File: config.mk
export PLATFORM = sky130hd
export DESIGN_NAME = msir_regs
export DESIGN_NICKNAME = d
export VERILOG_FILES = /design/src/hdl/msir_pkg.sv /design/src/hdl/msir_regs.sv
export SDC_FILE = /design/constraint.sdc
export NUM_CORES = 1
export LEC_CHECK = 0
export ABC_AREA = 1
export BUFFER_PORTS_ARGS = -buffer_cell sky130_fd_sc_hd__buf_2
export CORE_MARGIN = 8
export CORE_UTILIZATION = 47
export DETAILED_ROUTE_END_ITERATION = 10
export GPL_ROUTABILITY_DRIVEN = 0
export PLACE_DENSITY = 0.81
export SLEW_MARGIN = 20
export SYNTH_ARGS = -nofsm -noshare
export SYNTH_HDL_FRONTEND = slang
export SYNTH_SLANG_ARGS = --single-unit
export TNS_END_PERCENT = 1
File: constraint.sdc
create_clock -name mclk -period 1.37 [get_ports mclk]
set_input_delay 0.137 -clock mclk [delete_from_list [all_inputs] [get_ports mclk]]
set_output_delay 0.137 -clock mclk [all_outputs]
set_load 0.01 [all_outputs]
File: src/hdl/msir_pkg.sv
// Purpose: Constants and types for the MAC status and interrupt registers
// Assumes: Byte addresses on a 32-bit register port
// Notes: Flag positions are shared by interrupt status, enable, disable and mask
package msir_pkg;
  localparam logic [31:0] RSR_ADDR = 32'hfffbc020;
  localparam logic [31:0] ISR_ADDR = 32'hfffbc024;
  localparam logic [31:0] IER_ADDR = 32'hfffbc028;
  localparam logic [31:0] IDR_ADDR = 32'hfffbc02c;
  localparam logic [31:0] IMR_ADDR = 32'hfffbc030;
  localparam int NO_BUFFER_FLAG = 0;
  localparam int FRAME_RECEIVED_FLAG = 1;
  localparam int RX_OVERRUN_STATUS = 2;
  localparam int MGMT_DONE_IRQ = 0;
  localparam int RX_COMPLETE_IRQ = 1;
  localparam int RX_OWNED_DESC_IRQ = 2;
  localparam int TX_OWNED_DESC_IRQ = 3;
  localparam int TX_UNDERRUN_IRQ = 4;
  localparam int RETRY_LIMIT_IRQ = 5;
  localparam int TX_EXHAUSTED_IRQ = 6;
  localparam int TX_COMPLETE_IRQ = 7;
  localparam int RX_OVERRUN_IRQ = 10;
  localparam int BUS_ERROR_IRQ = 11;
  localparam int PAUSE_RX_IRQ = 12;
  localparam int PAUSE_ZERO_IRQ = 13;
  localparam int WAKE_EVENT_IRQ = 14;
  localparam logic [31:0] RSR_BITS = 32'h00000007;
  localparam logic [31:0] ISR_BITS = 32'h00007cff;
  localparam logic [31:0] RSR_RESET = 32'h00000000;
  localparam logic [31:0] ISR_RESET = 32'h00000000;
  localparam logic [31:0] IMR_RESET = 32'h00000000;
  localparam logic [31:0] ZERO_WORD = 32'h00000000;
  typedef struct packed {
    logic mgmt_done;
    logic rx_frame_stored;
    logic rx_desc_owned;
    logic rx_desc_valid;
    logic rx_frame_start;
    logic rx_overrun;
    logic tx_desc_owned;
    logic tx_late;
    logic tx_owned_midframe;
    logic tx_queue_written;
    logic retry_limit;
    logic tx_exhausted;
    logic tx_done;
    logic bus_error;
    logic pause_rx;
    logic pause_zero;
  } msir_evt_t;
  typedef struct packed {
    logic [31:0] addr;
    logic [31:0] wdata;
    logic wr;
    logic rd;
  } msir_req_t;
  typedef enum logic [0:0] {RXF_READY, RXF_WAIT} msir_rxf_t;
endpackage

File: src/hdl/msir_regs.sv
// Purpose: Receive status, interrupt status and interrupt mask registers
// Assumes: Event inputs are one-cycle pulses on mclk; wake input is async
// Notes: Read data appear in the cycle after the read strobe only
`timescale 1ns/10ps
`default_nettype none
module msir_regs (
  input wire logic mclk,
  input wire logic rst,
  input wire msir_pkg::msir_req_t req,
  output logic [31:0] rdata,
  input wire msir_pkg::msir_evt_t ev,
  input wire logic wake_in,
  output logic rx_refetch_req,
  output logic rx_buf_recover,
  output logic irq
);
  import msir_pkg::*;

  logic [31:0] rsr_r, rsr_nxt, isr_r, isr_nxt, imr_r, imr_nxt;
  logic [31:0] rdata_r, rdata_nxt, rsr_set, isr_set;
  logic irq_r, irq_nxt, refetch_r, refetch_nxt, recover_r, recover_nxt;
  logic wr_rsr, rd_isr, wr_ier, wr_idr;
  msir_rxf_t rxf_r, rxf_nxt;
  logic wake_hold_r, wake_hold_nxt, wake_s1_r, wake_s2_r, wake_s3_r;

  assign rdata = rdata_r;
  assign irq = irq_r;
  assign rx_refetch_req = refetch_r;
  assign rx_buf_recover = recover_r;

  always_comb begin
    wr_rsr = 1'b0;
    rd_isr = 1'b0;
    wr_ier = 1'b0;
    wr_idr = 1'b0;
    if (req.addr == RSR_ADDR) begin
      wr_rsr = req.wr;
    end else if (req.addr == ISR_ADDR) begin
      rd_isr = req.rd;
    end else if (req.addr == IER_ADDR) begin
      wr_ier = req.wr;
    end else if (req.addr == IDR_ADDR) begin
      wr_idr = req.wr;
    end
  end

  // Unclocked capture so a wake survives a stopped clock
  always_comb begin
    wake_hold_nxt = wake_hold_r;
    if (wake_s2_r) begin
      wake_hold_nxt = 1'b0;
    end
  end

  always_ff @(posedge mclk or posedge wake_in) begin
    if (wake_in) begin
      wake_hold_r <= 1'b1;
    end else if (rst) begin
      wake_hold_r <= 1'b0;
    end else begin
      wake_hold_r <= wake_hold_nxt;
    end
  end

  always_ff @(posedge mclk) begin
    if (rst) begin
      wake_s1_r <= 1'b0;
      wake_s2_r <= 1'b0;
      wake_s3_r <= 1'b0;
    end else begin
      wake_s1_r <= wake_hold_r;
      wake_s2_r <= wake_s1_r;
      wake_s3_r <= wake_s2_r;
    end
  end

  always_comb begin
    rsr_set = ZERO_WORD;
    rsr_set[NO_BUFFER_FLAG] = ev.rx_desc_owned;
    rsr_set[FRAME_RECEIVED_FLAG] = ev.rx_frame_stored;
    rsr_set[RX_OVERRUN_STATUS] = ev.rx_overrun;
    rsr_nxt = rsr_r & ~(wr_rsr ? req.wdata : ZERO_WORD);
    rsr_nxt = (rsr_nxt | rsr_set) & RSR_BITS;
  end

  always_comb begin
    isr_set = ZERO_WORD;
    isr_set[MGMT_DONE_IRQ] = ev.mgmt_done;
    isr_set[RX_COMPLETE_IRQ] = ev.rx_frame_stored;
    isr_set[RX_OWNED_DESC_IRQ] = ev.rx_desc_owned;
    isr_set[TX_OWNED_DESC_IRQ] = ev.tx_desc_owned;
    isr_set[TX_UNDERRUN_IRQ] = ev.tx_late | ev.tx_owned_midframe | ev.tx_queue_written;
    isr_set[RETRY_LIMIT_IRQ] = ev.retry_limit;
    isr_set[TX_EXHAUSTED_IRQ] = ev.tx_exhausted;
    isr_set[TX_COMPLETE_IRQ] = ev.tx_done;
    isr_set[RX_OVERRUN_IRQ] = ev.rx_overrun;
    isr_set[BUS_ERROR_IRQ] = ev.bus_error;
    isr_set[TX_UNDERRUN_IRQ] = isr_set[TX_UNDERRUN_IRQ] | ev.bus_error;
    isr_set[PAUSE_RX_IRQ] = ev.pause_rx;
    isr_set[PAUSE_ZERO_IRQ] = ev.pause_zero;
    isr_set[WAKE_EVENT_IRQ] = wake_s2_r & ~wake_s3_r;
    isr_nxt = ((rd_isr ? ZERO_WORD : isr_r) | isr_set) & ISR_BITS;
  end

  always_comb begin
    imr_nxt = imr_r;
    if (wr_ier) begin
      imr_nxt = imr_r | req.wdata;
    end
    if (wr_idr) begin
      imr_nxt = imr_r & ~req.wdata;
    end
    imr_nxt = imr_nxt & ISR_BITS;
    irq_nxt = |(isr_nxt & imr_nxt);
  end

  // Unmapped and write-only addresses read as zero
  always_comb begin
    rdata_nxt = ZERO_WORD;
    if (req.rd) begin
      if (req.addr == RSR_ADDR) begin
        rdata_nxt = rsr_r;
      end else if (req.addr == ISR_ADDR) begin
        rdata_nxt = isr_r;
      end else if (req.addr == IMR_ADDR) begin
        rdata_nxt = imr_r;
      end
    end
  end

  always_comb begin
    rxf_nxt = rxf_r;
    refetch_nxt = 1'b0;
    recover_nxt = ev.rx_overrun;
    case (rxf_r)
      RXF_READY: begin
        if (ev.rx_desc_owned) begin
          rxf_nxt = RXF_WAIT;
        end
      end
      RXF_WAIT: begin
        if (ev.rx_desc_valid) begin
          rxf_nxt = RXF_READY;
        end else if (ev.rx_frame_start) begin
          refetch_nxt = 1'b1;
        end
      end
      default: begin
        rxf_nxt = RXF_READY;
      end
    endcase
  end

  always_ff @(posedge mclk) begin
    if (rst) begin
      rsr_r <= RSR_RESET;
      isr_r <= ISR_RESET;
      imr_r <= IMR_RESET;
      rdata_r <= ZERO_WORD;
      irq_r <= 1'b0;
      rxf_r <= RXF_READY;
      refetch_r <= 1'b0;
      recover_r <= 1'b0;
    end else begin
      rsr_r <= rsr_nxt;
      isr_r <= isr_nxt;
      imr_r <= imr_nxt;
      rdata_r <= rdata_nxt;
      irq_r <= irq_nxt;
      rxf_r <= rxf_nxt;
      refetch_r <= refetch_nxt;
      recover_r <= recover_nxt;
    end
  end
endmodule // msir_regs
`default_nettype wire

==> impl_summary.md, run 1 <==
Job
The number of max-cap violations is 0.

Final layout
From synthesis to final layout, the design area changed by 35.2%. The number of antenna repair diodes is 0. The multi-input combinational cells in the finished layout cover a total of between 1000 and 1500 sq um. The number of nets in the layout is around 580. In the final layout, flip-flops and latches occupy 1010 sq um. The number of fill cells in the layout is between 400 and 500. In the final layout, the share of cells above drive strength 1 is 0.343.

Clocking
The number of buffers added by the clock tree synthesis step is 5. The later pin in the worst-skew pair is clocked with a latency of approximately 0.30 ns. After clock tree synthesis, the clock-pin slew on the worst setup and hold paths is about 0.09 ns. TritonCTS built the clock tree. The clock passes through at most 2 buffers. The tree is rooted in a sky130_fd_sc_hd__clkbuf_8.

The total number of H-tree levels is 2. Clock tree synthesis found a total of 50 sinks.

Synthesis
Synthesis inferred 50 register bits. The area share of xor/xnor cells in the synthesized design is 0. Synthesis instantiated 30 different standard cells from the library. Each instance of the synthesized netlist takes up on average ~6.6 sq um. By area, the combinational part of the netlist is dominated by simple AND/OR/NAND/NOR gates. Yosys printed 0 warnings.

The multiplexer area fraction after synthesis is 0. In this run the cell area of the synthesized design comes to between 2000 and 3000 sq um. The synthesized-area fraction occupied by ao, oa, aoi and oai cells is 0.0868. Of the total synthesized cell area, the portion taken by AND, OR, NAND and NOR gates is 0.358.

Of the total synthesized cell area, the portion taken by full adders, half adders and majority gates is 0. The part of the Yosys area used for sequential elements is 0.395. Synthesis produced between 300 and 400 cells.

Worst setup path
The data required time at the worst endpoint is 1.55 ns. The worst setup path category is in -> reg. The worst setup path is launched from an input port. The worst setup path is captured at a flop.

The highest net fanout along the worst path is 7. The worst endpoint data arrival time is between 1.5 and 2 ns.

Route
The first TritonRoute pass finished after 4 iterations. The final antenna-violating net count is 0. The final route contains 2779 vias. Dividing the detail-routed wire length by the instance count gives around 13 um. The average vias per placed instance is about 5. After detailed routing, the total wire length is 7670 um.

The detailed router's first-iteration violation count is 139. The final routed DRC violation total is 0.

STA
After layout, the worst setup slack is -0.0583 ns. Final hold analysis gives a worst-case slack of about 0.078 ns. The achievable frequency is 700 MHz. The number of pins with negative max-slew slack in the final report came to 0.

The share of the clock period used by the worst path after layout is 1.04. Setup violations remaining at the end of the flow were counted as 1. Setup repair after global routing could not meet its margin everywhere. The final count of hold timing violations is 0. The time the final worst path needs with I/O delays and setup is 1.43 ns. On the final layout, the worst clock skew is 0.00998 ns. Summed over all failing endpoints, the final setup total negative slack is -0.0583 ns.

Pwr
The maximum resistive drop on vdd is approximately 0.85 mV. The leakage component of the power is around 1.7 nW. Overall power consumption after layout is estimated at 2.73 mW. Dividing total power by cell area gives a power density of 790 nW/um^2.

Hold path
The path class of the tightest hold or removal check is in -> reg.

Place
The half-perimeter wire length after placement is 5480 um. The number of buffers inserted by port buffering is slightly above 80.

Die
120 I/O pins were placed. The horizontal extent of the die is around 90 um. The starting density of the core is 0.475. The die footprint is about 8000 sq um. Row generation in the floorplan step produced 27 rows.

The total core area is 5370 sq um. Measured along the y axis, the die boundary spans ~90 um.

Run status
The flow ran to the end, but the final reports show violations. The final reports fail on negative setup slack.

Global route
The first global-routing pass estimated between 10000 and 15000 um of wire. Entering global routing, the biggest net connects 38 pins. The total global routing track utilization is 0.179. The total overflow left after global routing is 0. The number of antenna violations at the first check in global routing is 0. The via count of the first global-routing pass is approximately 2700.
[kinds of logic after synthesis]
family	count (synthesis)
AND/OR/NAND/NOR	215
buffers and inverters	84
flip-flops	50
AO/OA/AOI/OAI	39
other	1
[cell usage in the layout, fill, tap and decap left out, types with 3 or more instances in the layout]
cell type	n
sky130_fd_sc_hd__nand3_1	14
sky130_fd_sc_hd__buf_4	25
sky130_fd_sc_hd__nor2_2	4
sky130_fd_sc_hd__inv_1	44
sky130_fd_sc_hd__nand3_2	11
sky130_fd_sc_hd__nand4_1	12
sky130_fd_sc_hd__buf_2	78
sky130_fd_sc_hd__inv_2	9
sky130_fd_sc_hd__dfxtp_1	49
sky130_fd_sc_hd__buf_6	6
sky130_fd_sc_hd__nand2_1	105
sky130_fd_sc_hd__conb_1	19
sky130_fd_sc_hd__o211ai_1	6
sky130_fd_sc_hd__nand2_2	14
sky130_fd_sc_hd__o21ai_0	3
sky130_fd_sc_hd__a21oi_1	25
sky130_fd_sc_hd__clkbuf_8	6
sky130_fd_sc_hd__nor2_4	3
sky130_fd_sc_hd__nor2_1	41
[metal layers]
layer / up-vias / global-route usage / part of all wire
met3: 23 / 0.0537 / 0.084
met2: 107 / 0.330 / 0.53
met5: - / 0 / 0
li1: 1388 / - / -
met1: 1261 / 0.185 / 0.36
met4: 0 / 0.0725 / 0.030
[worst paths after layout]
check,startpoint,to,slack [ns],depth (start not counted)
worst max-delay path,req[38],irq,-0.06,16
worst min-delay path,ev[14],isr_r[1],0.08,3
worst max register to register,wake_s2_r,irq,0.19,9
worst min register to register,wake_s2_r,wake_hold_r,0.40,1
max in group asynchronous,wake_in,wake_hold_r,0.99,3
min in group asynchronous,wake_in,wake_hold_r,0.36,3
[worst max-delay path, cell delays in order]
cell and delay (ns):
sky130_fd_sc_hd__buf_2 0.11, sky130_fd_sc_hd__inv_2 0.05, sky130_fd_sc_hd__nand2_2 0.05, sky130_fd_sc_hd__nor2_4 0.15, sky130_fd_sc_hd__nand2_2 0.09, sky130_fd_sc_hd__nor2_4 0.15, sky130_fd_sc_hd__nand3_4 0.12, sky130_fd_sc_hd__buf_12 0.17
sky130_fd_sc_hd__nand2_2 0.06, sky130_fd_sc_hd__nand2_1 0.05, sky130_fd_sc_hd__nand3_1 0.08, sky130_fd_sc_hd__nand2_1 0.07, sky130_fd_sc_hd__nor2_1 0.11, sky130_fd_sc_hd__nand2_1 0.06, sky130_fd_sc_hd__nor2_1 0.11, sky130_fd_sc_hd__nor2_1 0.04
[repair_timing]
item / CTS / global route
hold buffers: 1 / 0
pin swaps: 2 / 24
buffers inserted: 2 / 3
endpoints found under the hold margin: 1 / 0
gates resized for setup: 5 / 50
endpoints found under the setup margin: 1 / 10
gates cloned: 0 / 2
[registers in the layout, summed over array words and instances, names as in the netlist]
signal / flops
imr_r: 13
irq: 1
isr_r: 13
rdata: 13
rsr_r: 3
rx_buf_recover: 1
rx_refetch_req: 1
rxf_r: 1
wake_hold_r: 1
wake_s1_r: 1
wake_s2_r: 1
wake_s3_r: 1
[power breakdown]
part | switching [mW] | internal [mW]
logic | 0.192 | 0.149
registers | 0.0198 | 1.49
clock network | 0.470 | 0.408
[metrics by stage]
stage	setup WS, ns	instances	util	instance area, sq um
after global routing	-0.144	570	0.642	3450
after CTS	0.00734	565	0.602	3230
after global placement	-0.279	554	0.578	3110
after floorplan	-0.0217	407	-	2620
final	-0.0583	570	0.642	3450
after detailed placement	-0.348	554	0.578	3110
[area by class of cell]
| class | instances | share of cell area |
|---|---|---|
| Inverter | 54 | 0.0598 |
| Tap cell | 72 | 0.0261 |
| Clock buffer | 7 | 0.0250 |
| Clock inverter | 1 | 0.00145 |
| Multi-Input combinational cell | 273 | 0.391 |
| Sequential cell | 50 | 0.292 |
| Timing Repair inverter | 1 | 0.00145 |
| Timing Repair Buffer | 112 | 0.203 |
[synthesized netlist by cell type]
library cell,number,area [sq um]
sky130_fd_sc_hd__nand2_1,120,450
sky130_fd_sc_hd__inv_1,53,199
sky130_fd_sc_hd__dfxtp_1,49,981
sky130_fd_sc_hd__nor2_1,45,169
sky130_fd_sc_hd__a21oi_1,25,125
sky130_fd_sc_hd__nand3_1,25,125
sky130_fd_sc_hd__buf_4,21,158
sky130_fd_sc_hd__nand4_1,12,75.1
sky130_fd_sc_hd__o211ai_1,6,45.0
sky130_fd_sc_hd__buf_1,4,15.0
sky130_fd_sc_hd__o21ai_0,4,20.0
sky130_fd_sc_hd__buf_2,3,15.0
sky130_fd_sc_hd__nor2_2,2,12.5
sky130_fd_sc_hd__nor3_1,2,10.0
sky130_fd_sc_hd__o21bai_1,2,15.0
sky130_fd_sc_hd__or2_2,2,12.5
sky130_fd_sc_hd__a21o_1,1,7.51
sky130_fd_sc_hd__a21oi_2,1,8.76
sky130_fd_sc_hd__and2_1,1,6.26
sky130_fd_sc_hd__buf_6,1,11.3
sky130_fd_sc_hd__clkbuf_1,1,3.75
sky130_fd_sc_hd__clkinv_1,1,3.75
sky130_fd_sc_hd__conb_1,1,3.75
sky130_fd_sc_hd__dfstp_2,1,26.3
sky130_fd_sc_hd__nand2_2,1,6.26
sky130_fd_sc_hd__nand3_2,1,10.0
sky130_fd_sc_hd__nor2_4,1,11.3
sky130_fd_sc_hd__nor3b_1,1,7.51
sky130_fd_sc_hd__nor3b_2,1,12.5
sky130_fd_sc_hd__nor4_1,1,6.26
(Power assumes the default switching activity.)
==> inputs of run 2 (changes only) <==
--- a/config.mk
+++ b/config.mk
@@ -8,4 +8,5 @@
 export ABC_AREA = 1
 export BUFFER_PORTS_ARGS = -buffer_cell sky130_fd_sc_hd__buf_2
+export CORE_ASPECT_RATIO = 0.7
 export CORE_MARGIN = 8
 export CORE_UTILIZATION = 47
==> constraint.sdc (replaced) <==
create_clock -name mclk -period 1.37 [get_ports mclk]
set_input_delay 0.137 -clock mclk [delete_from_list [all_inputs] [get_ports mclk]]
set_output_delay 0.137 -clock mclk [all_outputs]
set_load 0.05 [all_outputs]
==> impl_summary.md, run 2 (same netlist as run 1, synthesis figures left out) <==
Run status
The run finished, with violations left. The checks that failed: negative setup slack.

STA
The number of pins with negative max-slew slack in the final report is 0 (unchanged). The clock skew is 0.00416 ns (-0.00582 ns). The setup TNS is -0.0680 ns (-0.00971 ns).

The time the final worst path needs with I/O delays and setup came to 1.44 ns (+0.00971 ns). The least setup slack across all paths after layout is -0.0680 ns (-0.00971 ns). The achievable frequency is 695 MHz (-0.68%). Setup repair after global routing could not meet its margin everywhere.

The count of final setup violators is 1 (unchanged). The final count of hold timing violations is 0 (unchanged). The share of the clock period used by the worst path after layout is 1.05 (+0.00709).

Hold path
The tightest min-delay check is of the in -> reg type.

Job
The number of max-cap violations was 0 (unchanged).

Die
The starting density of the core is 0.488 (+0.0128). The number of I/O pins came to 120 (unchanged). The die footprint is 8080 sq um (+0.46%).

The horizontal extent of the die came to 104 um (+16%). The row count is 22 (-19%). The total core area is 5230 sq um (-2.6%). The overall die height is 77.7 um (-13%).

Worst setup path
The endpoint kind of the worst setup timing path is a flop. The highest net fanout along the worst path was 8 (+1). The data required time at the worst endpoint is 1.55 ns (about the same). The worst setup path is of the in -> reg kind. The startpoint type of the worst setup path is an input port.

The worst endpoint data arrival time was 1.62 ns (about the same).

Clocking
The number of buffers added by the clock tree synthesis step is 5 (unchanged). The root buffer selected by CTS is sky130_fd_sc_hd__clkbuf_8. The total number of H-tree levels was 2 (unchanged).

The maximum number of buffers from clock root to sink is 2 (unchanged). The total number of clock tree sinks came to 50 (unchanged). The clock latency of the later-clocked register in the worst-skew pair was 0.30 ns (about the same). TritonCTS built the clock tree. The clock-pin slew on the worst setup and hold paths is 0.09 ns (about the same).

Final layout
The number of nets in the layout was 583 (+0.17%). The library cell used most frequently in the layout, excluding fill and tap cells, is sky130_fd_sc_hd__nand2_1. From synthesis to final layout, the design area changed by 31.4%. The share of layout cells above drive strength 1 is 0.313 (-0.0307). The number of fill cells in the layout is 463 (+1.1%).

Leaving out fill and tap cells, the most frequent cells in the layout are 114 x sky130_fd_sc_hd__nand2_1, 81 x sky130_fd_sc_hd__buf_2, 49 x sky130_fd_sc_hd__dfxtp_1. The final standard cell count with taps included and fillers excluded is 571 (+0.18%). The number of antenna repair diodes was 0 (unchanged).

Place
The pre-CTS setup slack is -0.295 ns (+0.0529 ns). The count of placed standard cells including taps was 559 (+0.90%). The half-perimeter wire length after placement came to 5560 um (+1.5%). The number of buffers inserted by port buffering is 81 (unchanged).

Global route
The first-pass GRT wire length was 11800 um (+5.7%). The maximum number of pins on one net before global-route repair was 38 (unchanged). The number of antenna violations at the first check in global routing is 0 (unchanged). The total global routing track utilization came to 0.172 (-0.00705). The overall overflow remaining after global route is 0 (unchanged). The via count of the first global-routing pass was 2615 (-1.9%).

Route
The iteration count of the initial detailed-routing pass is 5 (+1). The average vias per placed instance is 4.71 (-3.4%). The final antenna-violating net count is 0 (unchanged). The vias after detailed routing is 2689 (-3.2%).

The detailed router's first-iteration violation count is 218 (+57%). The final routed DRC violation total came to 0 (unchanged). The average wire length per cell after detail routing came to 12.6 um (-6.5%). The total routed wirelength is 7190 um (-6.3%).

Pwr
The maximum resistive drop on vdd was 0.451 mV (-47%). The leakage component of the power was 1.70 nW (-1.4%). The power density over cell area is 832 nW/um^2 (+5.3%).
## run 2: cell types whose count changed in the layout (fill, tap and decap cells not counted), moves of 2 or more
| cell | delta |
|---|---|
| sky130_fd_sc_hd__nand2_1 | +9 |
| sky130_fd_sc_hd__buf_4 | +2 |
| sky130_fd_sc_hd__buf_2 | +3 |
| sky130_fd_sc_hd__nand2_2 | -7 |
| sky130_fd_sc_hd__nand3_2 | -3 |
| sky130_fd_sc_hd__nand2_4 | -2 |
| sky130_fd_sc_hd__nand3_1 | +4 |
## run 2: where the power goes
part           switching [mW]  leakage, nW  internal (mW)
sequential             0.0163        0.410           1.49
combinational           0.279         1.24          0.137
clock                   0.462       0.0482          0.408
total                   0.758         1.70           2.03
## run 2: area by class of cell
cell class	instances	area (sq um)	area share
Timing Repair Buffer	114	674	0.201
Clock inverter	1	5.00	0.00149
Tap cell	72	90.1	0.0269
Multi-Input combinational cell	273	1280	0.383
Sequential cell	50	1010	0.300
Clock buffer	7	86.3	0.0257
Inverter	54	206	0.0616
## run 2: metrics by stage
step	hold WS [ns]	utilization	power (mW)	instance area [sq um]
final	0.0903	0.641	2.79	3350
after global routing	0.0743	0.641	2.94	3350
after CTS	0.0800	0.618	2.80	3230
after detailed placement	0.139	0.599	1.94	3130
after global placement	0.130	0.599	1.93	3130
after floorplan	0.0267	-	1.81	2620
## run 2: worst paths after layout
| path | start | endpoint | slack, ns | depth (start not counted) |
|---|---|---|---|---|
| setup reg to reg | wake_s2_r | irq | 0.24 | 9 |
| min in group asynchronous | wake_in | wake_hold_r | 0.37 | 3 |
| setup / recovery | req[47] | irq | -0.07 | 15 |
| hold reg to reg | wake_s2_r | wake_hold_r | 0.38 | 1 |
| max in group asynchronous | wake_in | wake_hold_r | 0.98 | 3 |
| hold / removal | ev[13] | rxf_r | 0.09 | 3 |
## run 2: per-layer routing
| layer | vias up | part of all wire | global-route usage | wire [um] |
|---|---|---|---|---|
| met5 | - | 0 | 0 | 0 |
| met4 | 0 | 0.011 | 0.0576 | 81 |
| met3 | 12 | 0.074 | 0.0512 | 534 |
| met2 | 88 | 0.49 | 0.292 | 3500 |
| met1 | 1201 | 0.43 | 0.205 | 3070 |
| li1 | 1388 | - | - | - |
## run 2: what timing repair did
action,4_1_cts,5_1_grt
hold buffers,1,0
resized for setup,0,34
setup endpoints to repair,0,5
hold endpoints to repair,1,0
setup buffers,0,3
## run 2: critical path: stages
cell and delay (ns):
sky130_fd_sc_hd__buf_2 0.11, sky130_fd_sc_hd__inv_2 0.05, sky130_fd_sc_hd__nand2_1 0.04, sky130_fd_sc_hd__nor2_1 0.15, sky130_fd_sc_hd__nand2_2 0.11, sky130_fd_sc_hd__nor2_2 0.17, sky130_fd_sc_hd__nand3_2 0.11, sky130_fd_sc_hd__buf_6 0.15
sky130_fd_sc_hd__a21o_1 0.18, sky130_fd_sc_hd__nand3_2 0.08, sky130_fd_sc_hd__nand2_1 0.07, sky130_fd_sc_hd__inv_2 0.05, sky130_fd_sc_hd__nand2_1 0.05, sky130_fd_sc_hd__nor2_1 0.11, sky130_fd_sc_hd__nor2_1 0.05
